[src/rtl/tecs_params.svh]
`ifndef TECS_PARAMS_SVH
`define TECS_PARAMS_SVH

// Clock and millisecond base.
`define TECS_CLK_PERIOD_NS   32'h0000_000A
`define TECS_MS_NS           32'h000F_4240
`define TECS_MS_W            20

// Register byte offsets.
`define TECS_ADDR_CTRL       8'h00
`define TECS_ADDR_DELAY      8'h04
`define TECS_ADDR_DURATION   8'h08
`define TECS_ADDR_MANUAL     8'h0C
`define TECS_ADDR_STATUS     8'h10

// Control field positions.
`define TECS_CTRL_SLOW       0
`define TECS_CTRL_CONTACT    1
`define TECS_CTRL_TIMER      2
`define TECS_CTRL_MODE_LO    3
`define TECS_CTRL_MODE_HI    4
`define TECS_CTRL_REL_SLOW   5
`define TECS_CTRL_IO_CHECK   6
`define TECS_CTRL_SINK       7
`define TECS_CTRL_W          8

// Manual output bit positions.
`define TECS_MAN_TEST        0
`define TECS_MAN_HV          1
`define TECS_MAN_MEAS        2
`define TECS_MAN_DISCH       3

// Reset values.
`define TECS_CTRL_RST        8'h00
`define TECS_DELAY_RST       20'h0_0000
`define TECS_DURATION_RST    20'h0_0BB8
`define TECS_MANUAL_RST      4'h0

// Times in milliseconds.
`define TECS_DELAY_MIN_MS    20'h0_0005
`define TECS_DELAY_MAX_MS    20'hF_41DC
`define TECS_AUTO_DELAY_MS   20'h0_0005
`define TECS_DUR_MIN_MS      20'h0_002D
`define TECS_DUR_MAX_MS      20'hF_41DC
`define TECS_MEAS_FAST_MS    20'h0_001E
`define TECS_MEAS_FAST_CC_MS 20'h0_0050
`define TECS_MEAS_SLOW_MS    20'h0_01E0
`define TECS_INT_FAST_MS     20'h0_0032
`define TECS_INT_FAST_CC_MS  20'h0_0064
`define TECS_INT_SLOW_MS     20'h0_01F4
`define TECS_DISCH_MAX_MS    20'h0_0014
`define TECS_VSETTLE_MS      20'h0_01F4

`endif

[src/rtl/tecs_pkg.sv]
package tecs_pkg;

    // Sequencer phases.
    typedef enum logic [2:0] {
        TECS_IDLE  = 3'b000,
        TECS_DELAY = 3'b001,
        TECS_MEAS  = 3'b010,
        TECS_GAP   = 3'b011,
        TECS_DISCH = 3'b100
    } tecs_state_t;

    // Test modes.
    typedef enum logic [1:0] {
        TECS_MODE_CONT   = 2'b00,
        TECS_MODE_FAIL   = 2'b01,
        TECS_MODE_FORCED = 2'b10
    } tecs_mode_t;

endpackage : tecs_pkg

[src/rtl/tecs_sequencer.sv]
`timescale 1ns/10ps
`include "tecs_params.svh"

// Function
// RL1 - Controller holds each start or stop pulse at least 5 ms.
// RL2 - Start or stop is seen within 5 ms, plus 500 ms after voltage change.
// RL3 - Response delay precedes measuring: automatic, or 5 ms to 999.9 s.
// RL4 - Measurement lasts 30, 80 or 480 ms by speed and contact check.
// RL5 - Measurements repeat every 50, 100 or 500 ms by speed and contact check.
// RL6 - Discharge brings output below 10 V within at most 20 ms.
// RL7 - Enabled duration ends the test after 45 ms to 999.9 s.
// RL8 - Halt-on-fail without duration keeps testing until a fail judgment.
// RL9 - Halt-on-fail with duration starts on either start and runs the duration.
// RL10 - Forced mode ignores duration; runs from a start until a stop.
// RL11 - Test output is low during a test, high after; two release timings.
// RL12 - Slow release keeps test output low until discharge reaches about 10 V.
// RL13 - Fast release raises test output at completion, ignoring discharge.
// RL14 - Manual check forces each output by hand and reports every input.
// RL15 - Condition selects are latched at start and ignored during a test.
// RL16 - Source wiring follows contact state; sink wiring inverts levels. Condition selects are not inverted here.
// RL17 - Delay once, then measurement cycles until termination, then discharge.
module tecs_sequencer
    import tecs_pkg::*;
#(
    parameter int unsigned CYCLES_PER_MS = `TECS_MS_NS / `TECS_CLK_PERIOD_NS,
    parameter int unsigned COND_W        = 4
) (
    input  wire logic              ref_clk_in,       // System clock, 100 MHz.
    input  wire logic              rst_in,           // Async reset, active high.
    input  wire logic [7:0]        addr_in,          // Register byte address.
    input  wire logic [31:0]       wr_data_in,       // Write data.
    input  wire logic              wr_in,            // Write strobe.
    input  wire logic              rd_in,            // Read strobe.
    output logic      [31:0]       rd_data_out,      // Read data, cycle after strobe.
    input  wire logic              start_pin_in,     // External start pin level.
    input  wire logic              stop_pin_in,      // External stop pin level.
    input  wire logic [COND_W-1:0] cond_pin_in,      // External condition selects.
    input  wire logic              below_10v_in,     // Discharge comparator.
    input  wire logic              panel_start_in,   // Panel start key pulse.
    input  wire logic              panel_stop_in,    // Panel stop key pulse.
    input  wire logic              fail_judge_in,    // Fail judgment pulse.
    input  wire logic              volt_change_in,   // Test voltage changed pulse.
    output logic                   test_pin_out,     // Test-in-progress pin level.
    output logic                   hv_on_out,        // Apply test voltage.
    output logic                   meas_out,         // Measurement window.
    output logic                   disch_out,        // Discharge switch.
    output logic      [COND_W-1:0] cond_latched_out, // Conditions held for the test.
    output tecs_state_t            state_out         // Current phase.
);

    localparam int SW = COND_W + 3;

    // Keeps a millisecond setting inside its legal span.
    function automatic logic [`TECS_MS_W-1:0] clamp_ms(input logic [`TECS_MS_W-1:0] v,
                                                      input logic [`TECS_MS_W-1:0] lo,
                                                      input logic [`TECS_MS_W-1:0] hi);
        clamp_ms = (v < lo) ? lo : ((v > hi) ? hi : v);
    endfunction : clamp_ms

    logic [`TECS_CTRL_W-1:0] ctrl_reg;
    logic [`TECS_MS_W-1:0]   delay_reg;
    logic [`TECS_MS_W-1:0]   duration_reg;
    logic [3:0]              manual_reg;
    logic [SW-1:0]           sync1_reg;
    logic [SW-1:0]           sync2_reg;
    logic [1:0]              prev_reg;
    logic                    start_pend_reg;
    logic                    disch_tmo_reg;
    logic                    slow_lat_reg;
    logic                    cc_lat_reg;
    logic                    timer_lat_reg;
    logic                    rel_slow_lat_reg;
    tecs_mode_t              mode_lat_reg;
    tecs_state_t             state_reg;
    tecs_state_t             state_next;
    logic                    phase_load;
    logic [`TECS_MS_W-1:0]   phase_val;
    logic                    phase_done;
    logic                    phase_busy;
    logic                    dur_load;
    logic                    dur_done;
    logic                    settle_busy;
    logic                    sink;
    logic                    io_check;
    logic                    ext_start_on;
    logic                    ext_stop_on;
    logic                    below_10v;
    logic                    start_evt;
    logic                    stop_evt;
    logic                    accept;
    logic                    end_req;
    logic                    test_on_next;
    logic [`TECS_MS_W-1:0]   meas_ms;
    logic [`TECS_MS_W-1:0]   gap_ms;

    assign sink     = ctrl_reg[`TECS_CTRL_SINK];
    assign io_check = ctrl_reg[`TECS_CTRL_IO_CHECK];

    // Register writes; sink, manual check and manual bits act at once; other settings take effect at the next start, where they are read.
    always_ff @(posedge ref_clk_in or posedge rst_in) begin
        if (rst_in) begin
            ctrl_reg     <= `TECS_CTRL_RST;
            delay_reg    <= `TECS_DELAY_RST;
            duration_reg <= `TECS_DURATION_RST;
            manual_reg   <= `TECS_MANUAL_RST;
        end else if (wr_in) begin
            case (addr_in)
                `TECS_ADDR_CTRL:     ctrl_reg     <= wr_data_in[`TECS_CTRL_W-1:0];
                `TECS_ADDR_DELAY:    delay_reg    <= wr_data_in[`TECS_MS_W-1:0];
                `TECS_ADDR_DURATION: duration_reg <= wr_data_in[`TECS_MS_W-1:0];
                `TECS_ADDR_MANUAL:   manual_reg   <= wr_data_in[3:0];
                default:             ;
            endcase
        end
    end

    // Read data stands for one cycle only; unmapped addresses read zero.
    always_ff @(posedge ref_clk_in or posedge rst_in) begin
        if (rst_in) begin
            rd_data_out <= 32'h0000_0000;
        end else if (rd_in) begin
            case (addr_in)
                `TECS_ADDR_CTRL:     rd_data_out <= 32'(ctrl_reg);
                `TECS_ADDR_DELAY:    rd_data_out <= 32'(delay_reg);
                `TECS_ADDR_DURATION: rd_data_out <= 32'(duration_reg);
                `TECS_ADDR_MANUAL:   rd_data_out <= 32'(manual_reg);
                `TECS_ADDR_STATUS:   rd_data_out <= 32'({disch_tmo_reg, below_10v, cond_latched_out,
                                                        sync2_reg[COND_W+2:3], ext_stop_on,
                                                        ext_start_on, state_reg}); // [RL14]
                default:             rd_data_out <= 32'h0000_0000;
            endcase
        end else begin
            rd_data_out <= 32'h0000_0000;
        end
    end

    // Pins cross into the clock domain through two flip-flops; prev_reg reads only the second.
    always_ff @(posedge ref_clk_in or posedge rst_in) begin
        if (rst_in) begin
            sync1_reg <= '0;
            sync2_reg <= '0;
            prev_reg  <= 2'b00;
        end else begin
            sync1_reg <= {cond_pin_in, below_10v_in, stop_pin_in, start_pin_in};
            sync2_reg <= sync1_reg;
            prev_reg  <= {ext_stop_on, ext_start_on};
        end
    end

    // Sink wiring inverts the pin level against the contact state.
    assign ext_start_on = sync2_reg[0] ^ sink;                                 // [RL16]
    assign ext_stop_on  = sync2_reg[1] ^ sink;                                 // [RL16]
    assign below_10v    = sync2_reg[2];
    // An edge is enough: a 5 ms pulse is seen about three cycles after it begins.
    assign start_evt = (ext_start_on & ~prev_reg[0]) | panel_start_in;         // [RL2] [RL1]
    assign stop_evt  = (ext_stop_on & ~prev_reg[1]) | panel_stop_in;           // [RL2]

    // Start waits here while the voltage change settles, adding up to 500 ms.
    always_ff @(posedge ref_clk_in or posedge rst_in) begin
        if (rst_in) begin
            start_pend_reg <= 1'b0;
        end else if (accept || state_reg != TECS_IDLE || io_check) begin
            start_pend_reg <= 1'b0;
        end else if (start_evt) begin
            start_pend_reg <= 1'b1;                                            // [RL2]
        end
    end

    assign accept = (state_reg == TECS_IDLE) && start_pend_reg && !settle_busy && !io_check;

    // Speed, contact check, timer, release, mode and condition selects are frozen for the whole test.
    always_ff @(posedge ref_clk_in or posedge rst_in) begin
        if (rst_in) begin
            slow_lat_reg     <= 1'b0;
            cc_lat_reg       <= 1'b0;
            timer_lat_reg    <= 1'b0;
            rel_slow_lat_reg <= 1'b0;
            mode_lat_reg     <= TECS_MODE_CONT;
            cond_latched_out <= '0;
        end else if (accept) begin
            slow_lat_reg     <= ctrl_reg[`TECS_CTRL_SLOW];
            cc_lat_reg       <= ctrl_reg[`TECS_CTRL_CONTACT];
            timer_lat_reg    <= ctrl_reg[`TECS_CTRL_TIMER];
            rel_slow_lat_reg <= ctrl_reg[`TECS_CTRL_REL_SLOW];
            mode_lat_reg     <= tecs_mode_t'(ctrl_reg[`TECS_CTRL_MODE_HI:`TECS_CTRL_MODE_LO]);
            cond_latched_out <= sync2_reg[COND_W+2:3];                         // [RL15]
        end
    end

    // Measurement time and the rest of the interval follow speed and contact check.
    assign meas_ms = slow_lat_reg ? `TECS_MEAS_SLOW_MS :
                     (cc_lat_reg ? `TECS_MEAS_FAST_CC_MS : `TECS_MEAS_FAST_MS); // [RL4]
    assign gap_ms  = slow_lat_reg ? (`TECS_INT_SLOW_MS - `TECS_MEAS_SLOW_MS) :
                     (cc_lat_reg ? (`TECS_INT_FAST_CC_MS - `TECS_MEAS_FAST_CC_MS) :
                      (`TECS_INT_FAST_MS - `TECS_MEAS_FAST_MS));               // [RL5]

    // A stop always ends a test; duration and fail depend on the mode.
    assign end_req = stop_evt || dur_done ||                                   // [RL7] [RL9] [RL10]
                     (mode_lat_reg == TECS_MODE_FAIL && !timer_lat_reg && fail_judge_in); // [RL8]
    assign dur_load = accept && ctrl_reg[`TECS_CTRL_TIMER] &&
                      ctrl_reg[`TECS_CTRL_MODE_HI:`TECS_CTRL_MODE_LO] != TECS_MODE_FORCED; // [RL10]

    // Phase sequencing and the phase timer load.
    always_comb begin
        state_next = state_reg;
        phase_load = 1'b0;
        phase_val  = meas_ms;
        case (state_reg)
            TECS_IDLE: begin
                if (accept) begin
                    state_next = TECS_DELAY;
                    phase_load = 1'b1;
                    phase_val  = (delay_reg == '0) ? `TECS_AUTO_DELAY_MS :
                                 clamp_ms(delay_reg, `TECS_DELAY_MIN_MS, `TECS_DELAY_MAX_MS); // [RL3]
                end
            end
            TECS_DELAY, TECS_MEAS, TECS_GAP: begin
                if (end_req) begin
                    state_next = TECS_DISCH;                                   // [RL17]
                    phase_load = 1'b1;
                    phase_val  = `TECS_DISCH_MAX_MS;                           // [RL6]
                end else if (phase_done) begin
                    state_next = (state_reg == TECS_MEAS) ? TECS_GAP : TECS_MEAS; // [RL17]
                    phase_load = 1'b1;
                    phase_val  = (state_reg == TECS_MEAS) ? gap_ms : meas_ms;
                end
            end
            TECS_DISCH: begin
                if (below_10v || phase_done) begin
                    state_next = TECS_IDLE;                                    // [RL6]
                end
            end
            default: begin
                state_next = TECS_IDLE;
            end
        endcase
    end

    always_ff @(posedge ref_clk_in or posedge rst_in) begin
        if (rst_in) begin
            state_reg <= TECS_IDLE;
        end else begin
            state_reg <= state_next;
        end
    end

    // A discharge that hits its 20 ms limit above 10 V is kept until the next start.
    always_ff @(posedge ref_clk_in or posedge rst_in) begin
        if (rst_in) begin
            disch_tmo_reg <= 1'b0;
        end else if (state_reg == TECS_DISCH && phase_done && !below_10v) begin
            disch_tmo_reg <= 1'b1;                                             // [RL6]
        end else if (accept) begin
            disch_tmo_reg <= 1'b0;
        end
    end

    tecs_ms_timer #(
        .TICK_CYCLES (CYCLES_PER_MS),
        .MS_W        (`TECS_MS_W)
    ) u_phase_timer (
        .ref_clk_in (ref_clk_in),
        .rst_in     (rst_in),
        .load_in    (phase_load),
        .value_in   (phase_val),
        .abort_in   (1'b0),
        .done_out   (phase_done),
        .busy_out   (phase_busy)
    );

    tecs_ms_timer #(
        .TICK_CYCLES (CYCLES_PER_MS),
        .MS_W        (`TECS_MS_W)
    ) u_dur_timer (
        .ref_clk_in (ref_clk_in),
        .rst_in     (rst_in),
        .load_in    (dur_load),
        .value_in   (clamp_ms(duration_reg, `TECS_DUR_MIN_MS, `TECS_DUR_MAX_MS)), // [RL7]
        .abort_in   (state_next == TECS_DISCH),
        .done_out   (dur_done),
        .busy_out   ()
    );

    tecs_ms_timer #(
        .TICK_CYCLES (CYCLES_PER_MS),
        .MS_W        (`TECS_MS_W)
    ) u_settle_timer (
        .ref_clk_in (ref_clk_in),
        .rst_in     (rst_in),
        .load_in    (volt_change_in),
        .value_in   (`TECS_VSETTLE_MS),                                        // [RL2]
        .abort_in   (1'b0),
        .done_out   (),
        .busy_out   (settle_busy)
    );

    // Fast release drops the test contact as discharge begins; slow holds it to the end.
    assign test_on_next = (state_next != TECS_IDLE) &&
                          !(state_next == TECS_DISCH && !rel_slow_lat_reg);    // [RL12] [RL13]

    // Outputs are registered; in manual check while idle each follows its manual bit.
    always_ff @(posedge ref_clk_in or posedge rst_in) begin
        if (rst_in) begin
            test_pin_out <= 1'b1;
            hv_on_out    <= 1'b0;
            meas_out     <= 1'b0;
            disch_out    <= 1'b0;
            state_out    <= TECS_IDLE;
        end else begin
            state_out <= state_next;
            if (io_check && state_next == TECS_IDLE) begin
                test_pin_out <= manual_reg[`TECS_MAN_TEST] ^ sink;             // [RL14]
                hv_on_out    <= manual_reg[`TECS_MAN_HV];                      // [RL14]
                meas_out     <= manual_reg[`TECS_MAN_MEAS];
                disch_out    <= manual_reg[`TECS_MAN_DISCH];
            end else begin
                test_pin_out <= ~test_on_next ^ sink;                          // [RL11] [RL16]
                hv_on_out    <= state_next inside {TECS_DELAY, TECS_MEAS, TECS_GAP};
                meas_out     <= state_next == TECS_MEAS;
                disch_out    <= state_next == TECS_DISCH;
            end
        end
    end

    a_start_accept: assert property (@(posedge ref_clk_in) disable iff (rst_in) // [RL2]
        accept |=> state_reg == TECS_DELAY && state_out == TECS_DELAY)
        else $error("accepted start did not enter delay");
    a_delay_auto: assert property (@(posedge ref_clk_in) disable iff (rst_in) // [RL3]
        accept && delay_reg == '0 |-> phase_load && phase_val == `TECS_AUTO_DELAY_MS)
        else $error("auto delay not loaded");
    a_meas_len: assert property (@(posedge ref_clk_in) disable iff (rst_in) // [RL4]
        phase_load && state_next == TECS_MEAS |-> phase_val == (slow_lat_reg ? 20'h0_01E0 :
            (cc_lat_reg ? 20'h0_0050 : 20'h0_001E)))
        else $error("wrong measurement time");
    a_interval_len: assert property (@(posedge ref_clk_in) disable iff (rst_in) // [RL5]
        phase_load && state_next == TECS_GAP |-> phase_val + meas_ms == (slow_lat_reg ? 20'h0_01F4 :
            (cc_lat_reg ? 20'h0_0064 : 20'h0_0032)))
        else $error("wrong measurement interval");
    a_disch_limit: assert property (@(posedge ref_clk_in) disable iff (rst_in) // [RL6]
        state_reg != TECS_DISCH && state_next == TECS_DISCH |-> phase_val == 20'h0_0014 ##1 disch_out)
        else $error("discharge not started with 20 ms limit");
    a_forced_notimer: assert property (@(posedge ref_clk_in) disable iff (rst_in) // [RL10]
        accept && ctrl_reg[`TECS_CTRL_MODE_HI:`TECS_CTRL_MODE_LO] == TECS_MODE_FORCED |-> !dur_load)
        else $error("forced mode started the duration timer");
    a_fail_halt: assert property (@(posedge ref_clk_in) disable iff (rst_in) // [RL8]
        state_reg inside {TECS_MEAS, TECS_GAP} && mode_lat_reg == TECS_MODE_FAIL && !timer_lat_reg
        && fail_judge_in |=> state_reg == TECS_DISCH)
        else $error("fail judgment did not end the test");
    a_fast_release: assert property (@(posedge ref_clk_in) disable iff (rst_in) // [RL13]
        $rose(state_reg == TECS_DISCH) && !rel_slow_lat_reg && !io_check |-> test_pin_out == ~sink)
        else $error("fast release kept test output low");
    a_slow_release: assert property (@(posedge ref_clk_in) disable iff (rst_in) // [RL12]
        state_reg == TECS_DISCH && rel_slow_lat_reg |-> test_pin_out == sink)
        else $error("slow release raised test output early");
    a_cond_hold: assert property (@(posedge ref_clk_in) disable iff (rst_in) // [RL15]
        state_reg != TECS_IDLE && $past(state_reg) != TECS_IDLE |-> $stable(cond_latched_out))
        else $error("conditions changed during a test");
    a_manual_out: assert property (@(posedge ref_clk_in) disable iff (rst_in) // [RL14]
        io_check && state_next == TECS_IDLE |=> hv_on_out == $past(manual_reg[`TECS_MAN_HV]))
        else $error("manual output not forced");

endmodule : tecs_sequencer

[src/rtl/tecs_ms_timer.sv]
`timescale 1ns/10ps
`include "tecs_params.svh"

module tecs_ms_timer #(
    parameter int unsigned TICK_CYCLES = 100000,
    parameter int unsigned MS_W        = 20
) (
    input  wire logic            ref_clk_in, // System clock.
    input  wire logic            rst_in,     // Async reset, active high.
    input  wire logic            load_in,    // Start a new count.
    input  wire logic [MS_W-1:0] value_in,   // Count in milliseconds.
    input  wire logic            abort_in,   // Stop counting.
    output logic                 done_out,   // One-cycle pulse at expiry.
    output logic                 busy_out    // Counting.
);

    localparam int TW = $clog2(TICK_CYCLES) + 1;

    logic [TW-1:0]   pre_reg;
    logic [MS_W-1:0] count_reg;

    // The prescaler restarts on load, so every count that runs to expiry lasts whole milliseconds exactly.
    always_ff @(posedge ref_clk_in or posedge rst_in) begin
        if (rst_in) begin
            pre_reg   <= '0;
            count_reg <= '0;
            busy_out  <= 1'b0;
            done_out  <= 1'b0;
        end else begin
            done_out <= 1'b0;
            if (load_in) begin
                pre_reg   <= '0;
                count_reg <= (value_in == '0) ? MS_W'(1) : value_in;
                busy_out  <= 1'b1;
            end else if (abort_in) begin
                busy_out <= 1'b0;
            end else if (busy_out) begin
                if (pre_reg == TW'(TICK_CYCLES - 1)) begin
                    pre_reg <= '0;
                    if (count_reg == MS_W'(1)) begin
                        busy_out <= 1'b0;
                        done_out <= 1'b1;
                    end else begin
                        count_reg <= count_reg - MS_W'(1);
                    end
                end else begin
                    pre_reg <= pre_reg + TW'(1);
                end
            end
        end
    end

endmodule : tecs_ms_timer

[config.mk]
export PLATFORM = sky130hd
export DESIGN_NAME = tecs_sequencer
export DESIGN_NICKNAME = d
export VERILOG_FILES = /design/src/rtl/tecs_pkg.sv /design/src/rtl/tecs_sequencer.sv /design/src/rtl/tecs_ms_timer.sv
export VERILOG_INCLUDE_DIRS = /design/src /design/src/rtl
export SDC_FILE = /design/constraint.sdc
export NUM_CORES = 1
export LEC_CHECK = 0
export BUFFER_PORTS_ARGS = -buffer_cell sky130_fd_sc_hd__buf_4
export CORE_MARGIN = 1
export CORE_UTILIZATION = 45
export CTS_CLUSTER_DIAMETER = 150
export CTS_CLUSTER_SIZE = 16
export DETAILED_ROUTE_END_ITERATION = 16
export PLACE_DENSITY = 0.62
export SYNTH_ARGS = -nofsm -noshare
export SYNTH_HDL_FRONTEND = slang
export SYNTH_HIERARCHICAL = 1
export SYNTH_SLANG_ARGS = --single-unit
[constraint.sdc]
create_clock -name ref_clk_in -period 4.2 [get_ports ref_clk_in]
set_input_delay 0.21 -clock ref_clk_in [delete_from_list [all_inputs] [get_ports ref_clk_in]]
set_output_delay 0.21 -clock ref_clk_in [all_outputs]
set_load 0.005 [all_outputs]
==> impl_metrics.prom <==
# TYPE chip_impl_metric gauge
chip_impl_metric{name="power_per_cell_area",unit="nW/um2"} 398
chip_impl_metric{name="groute.usage.overall",unit="%"} 23.0
chip_impl_metric{name="worst-endpoint-arrival",unit="ps"} 3810
chip_impl_metric{name="postLayoutCellArea",unit="um2"} 14400
chip_impl_metric{name="fin_tns_setup",unit="ps"} 0
chip_impl_metric{name="clock_tree.buffer_depth",unit=""} 3
chip_impl_metric{name="num_vias",unit=""} 10500
chip_impl_metric{name="placed_cell_area",unit="um2"} 13600
chip_impl_metric{name="final_layout_size_suffix_gt1_share",unit="%"} 15.9
chip_impl_metric{name="cts-buffers-inserted",unit=""} 18
chip_impl_metric{name="yosysWarnings",unit=""} 6
chip_impl_metric{name="floorplan.die.width",unit="um"} 170
chip_impl_info{name="path_delay_family",value="simple AND/OR/NAND/NOR gates"} 1
chip_impl_metric{name="rd_place_congestion",unit=""} 0.889
chip_impl_metric{name="route.detailed.drc",unit=""} 0
chip_impl_metric{name="via_per_inst",unit=""} 5.77
chip_impl_metric{name="grt_first_pass_wirelength",unit="um"} 53600
chip_impl_metric{name="grt_start_max_net_pins",unit=""} 85
chip_impl_metric{name="tightestPinTransition",unit="ps"} 1110
chip_impl_metric{name="mean_routed_wirelength_per_cell",unit="um"} 17.8
chip_impl_metric{name="core_ar",unit="um2"} 27800
chip_impl_metric{name="tritoncts_num_sinks",unit=""} 226
chip_impl_info{name="cts_root_buffer",value="sky130_fd_sc_hd__clkbuf_16"} 1
chip_impl_metric{name="num_io_pins",unit=""} 98
chip_impl_metric{name="area_growth_syn_to_layout",unit="%"} 13.9
chip_impl_info{name="r2r_start",value="state_out[0]"} 1
chip_impl_metric{name="synth_area",unit="um2"} 12700
chip_impl_metric{name="timing.critical_path.required",unit="ps"} 4630
chip_impl_metric{name="die_height",unit="um"} 170
chip_impl_metric{name="worst_slew_margin_rel",unit="%"} 25.9
chip_impl_metric{name="area_of_the_die",unit="um2"} 28800
chip_impl_info{name="crit_path_end_kind",value="flip-flop"} 1
chip_impl_metric{name="cts.htree.levels",unit=""} 1
chip_impl_metric{name="std_cell_rows",unit=""} 61
chip_impl_metric{name="worst_clock_skew",unit="ps"} 24.7
chip_impl_metric{name="leakage",unit="uW"} 0.00623
chip_impl_info{name="crit_start",value="state_out[0]"} 1
chip_impl_metric{name="rr_worst_depth",unit=""} 8
chip_impl_metric{name="slew_violations",unit=""} 0
chip_impl_metric{name="netlist_instances",unit=""} 1320
chip_impl_info{name="critical_path.cell_chain",value="or3_4 -> or3_1 -> o21ai_2 -> buf_4 -> nor3_1 -> and4_1 -> or4b_1 -> a31oi_1"} 1
chip_impl_metric{name="setup_viol_count_final",unit=""} 0
chip_impl_metric{name="hold_viol_final",unit=""} 0
chip_impl_metric{name="clk_pin_slew_worst_paths",unit="ps"} 90
chip_impl_metric{name="post-cts-setup-buffer-count",unit=""} 0
chip_impl_metric{name="nets",unit=""} 1496
chip_impl_metric{name="start_util",unit="%"} 45.6
chip_impl_metric{name="critical_path_cell_count",unit=""} 8
chip_impl_metric{name="post-dp-hpwl",unit="um"} 23100
chip_impl_metric{name="dr.pass1.iters",unit=""} 6
chip_impl_info{name="rr_endpoint",value="u_phase_timer/count_reg[17]"} 1
chip_impl_info{name="timing_worst_setup_path_type",value="reg -> reg"} 1
chip_impl_metric{name="routed_wirelength",unit="um"} 32400
chip_impl_info{name="endpoint",value="u_phase_timer/count_reg[17]"} 1
chip_impl_metric{name="power.ir.vdd_worst",unit="mV"} 0.290
chip_impl_info{name="rsz0062_at_grt",value="false"} 1
chip_impl_metric{name="io_buffers",unit=""} 73
chip_impl_info{name="start_kind",value="flip-flop"} 1
chip_impl_info{name="critical-path-slowest-cell",value="sky130_fd_sc_hd__or3_1"} 1
chip_impl_metric{name="worst_path_largest_cell_delay",unit="ps"} 530
chip_impl_metric{name="drt_iter0_drc",unit=""} 953
chip_impl_metric{name="num_antenna_cells",unit=""} 0
chip_impl_metric{name="global_route.overflow_total",unit=""} 0
chip_impl_metric{name="clock.fmax",unit="GHz"} 0.295
chip_impl_metric{name="synth_area_per_cell",unit="um2"} 9.60
chip_impl_metric{name="grt_antenna_before_repair",unit=""} 0
chip_impl_metric{name="number_of_antenna_violating_nets_in_the_routed_design",unit=""} 0
chip_impl_info{name="hold_path.class",value="in -> reg"} 1
chip_impl_metric{name="clk_latency",unit="ps"} 500
chip_impl_metric{name="finalWorstPathRequiredPeriod",unit="ps"} 3380
chip_impl_info{name="run_status",value="finished, final reports clean"} 1
chip_impl_metric{name="first_global_vias",unit=""} 10000
chip_impl_info{name="cts_tree",value="yes"} 1
chip_impl_metric{name="path_max_fanout",unit=""} 24
chip_impl_metric{name="finalCritPeriodShare",unit="%"} 80.6
chip_impl_metric{name="setup_slack_on_the_worst_flop_to_flop_path",unit="ps"} 820
chip_impl_metric{name="maxCapViolCount",unit=""} 0
chip_impl_metric{name="critical_path_buf_inv_count",unit=""} 1
## layer usage
layer	share of wire [%]	GRT usage [%]
met4	2.0	5.29
met2	47	36.9
met1	47	33.1
met3	4.2	3.02
met5	0	0
## layout by cell type, fill, tap and decap left out, drive strengths merged, types with 7 or more instances in the layout
| cell | count |
|---|---|
| dfrtp | 218 |
| nor2 | 144 |
| buf | 89 |
| nand2 | 82 |
| o21ai | 69 |
| conb | 56 |
| mux2 | 55 |
| a21oi | 54 |
| nor4 | 52 |
| nor3 | 44 |
| nand3 | 38 |
| inv | 31 |
| nand4 | 31 |
| clkbuf | 29 |
| a31oi | 28 |
| dlygate4sd3 | 28 |
| o31ai | 26 |
| and2 | 26 |
| a22oi | 25 |
| xnor2 | 25 |
| nor2b | 24 |
| xor2 | 22 |
| nand2b | 20 |
| a22o | 19 |
| o41ai | 18 |
| mux2i | 17 |
| and3 | 15 |
| and4 | 13 |
| nor4b | 12 |
| or4 | 12 |
| or2 | 12 |
| or3 | 12 |
| or4b | 10 |
| o211ai | 9 |
| ha | 9 |
| dfstp | 8 |
| o21a | 7 |
## worst min-delay path: cells and delay by family
| family | cells | cell delay, ps |
|---|---|---|
| compound gates | 1 | 70 |
| buf+inv | 1 | 100 |
| simple gates | 1 | 120 |
## cell type report
cell class | count | area [um2]
repair buffers | 117 | 948
inverters | 33 | 126
clock inverters | 1 | 16.3
clock buffers | 29 | 513
multi-input cells | 1036 | 6690
well taps | 378 | 473
fillers | 2612 | 13300
flip-flops and latches | 226 | 5670
## per-stage QoR
stage,cells,utilization (%),hold slack (ps),worst slack (ps),total power (uW)
detailed placement,1762,49.0,321,834,4120
floorplan,1374,-,241,1190,3660
CTS,1820,52.0,39.7,837,5800
global route,1820,52.0,80.2,573,6100
global placement,1762,49.0,320,908,4080
finish,1820,52.0,51.9,816,5750
## worst min path at each step
stage                     end  cells past startpoint           start
2_1_floorplan    sync1_reg[0]                      0    start_pin_in
3_3_place_gp     sync1_reg[3]                      1  cond_pin_in[0]
3_5_place_dp     sync1_reg[5]                      1  cond_pin_in[2]
5_1_grt        start_pend_reg                      3  panel_start_in
4_1_cts        start_pend_reg                      3  panel_start_in
6_report       start_pend_reg                      3  panel_start_in
## report_power, final
part | leakage (uW) | switching (uW) | total [uW] | internal (uW)
Clock | 0.000253 | 793 | 1640 | 847
Sequential | 0.00298 | 253 | 2650 | 2390
Combinational | 0.00300 | 889 | 1460 | 574
## timing repair
| item | in CTS | in global routing |
|---|---|---|
| hold buffers | 28 | 0 |
| resized for setup | 0 | 0 |
| hold endpoints to repair | 133 | 0 |
| setup endpoints to repair | 0 | 0 |
(Power assumes the default switching activity.)
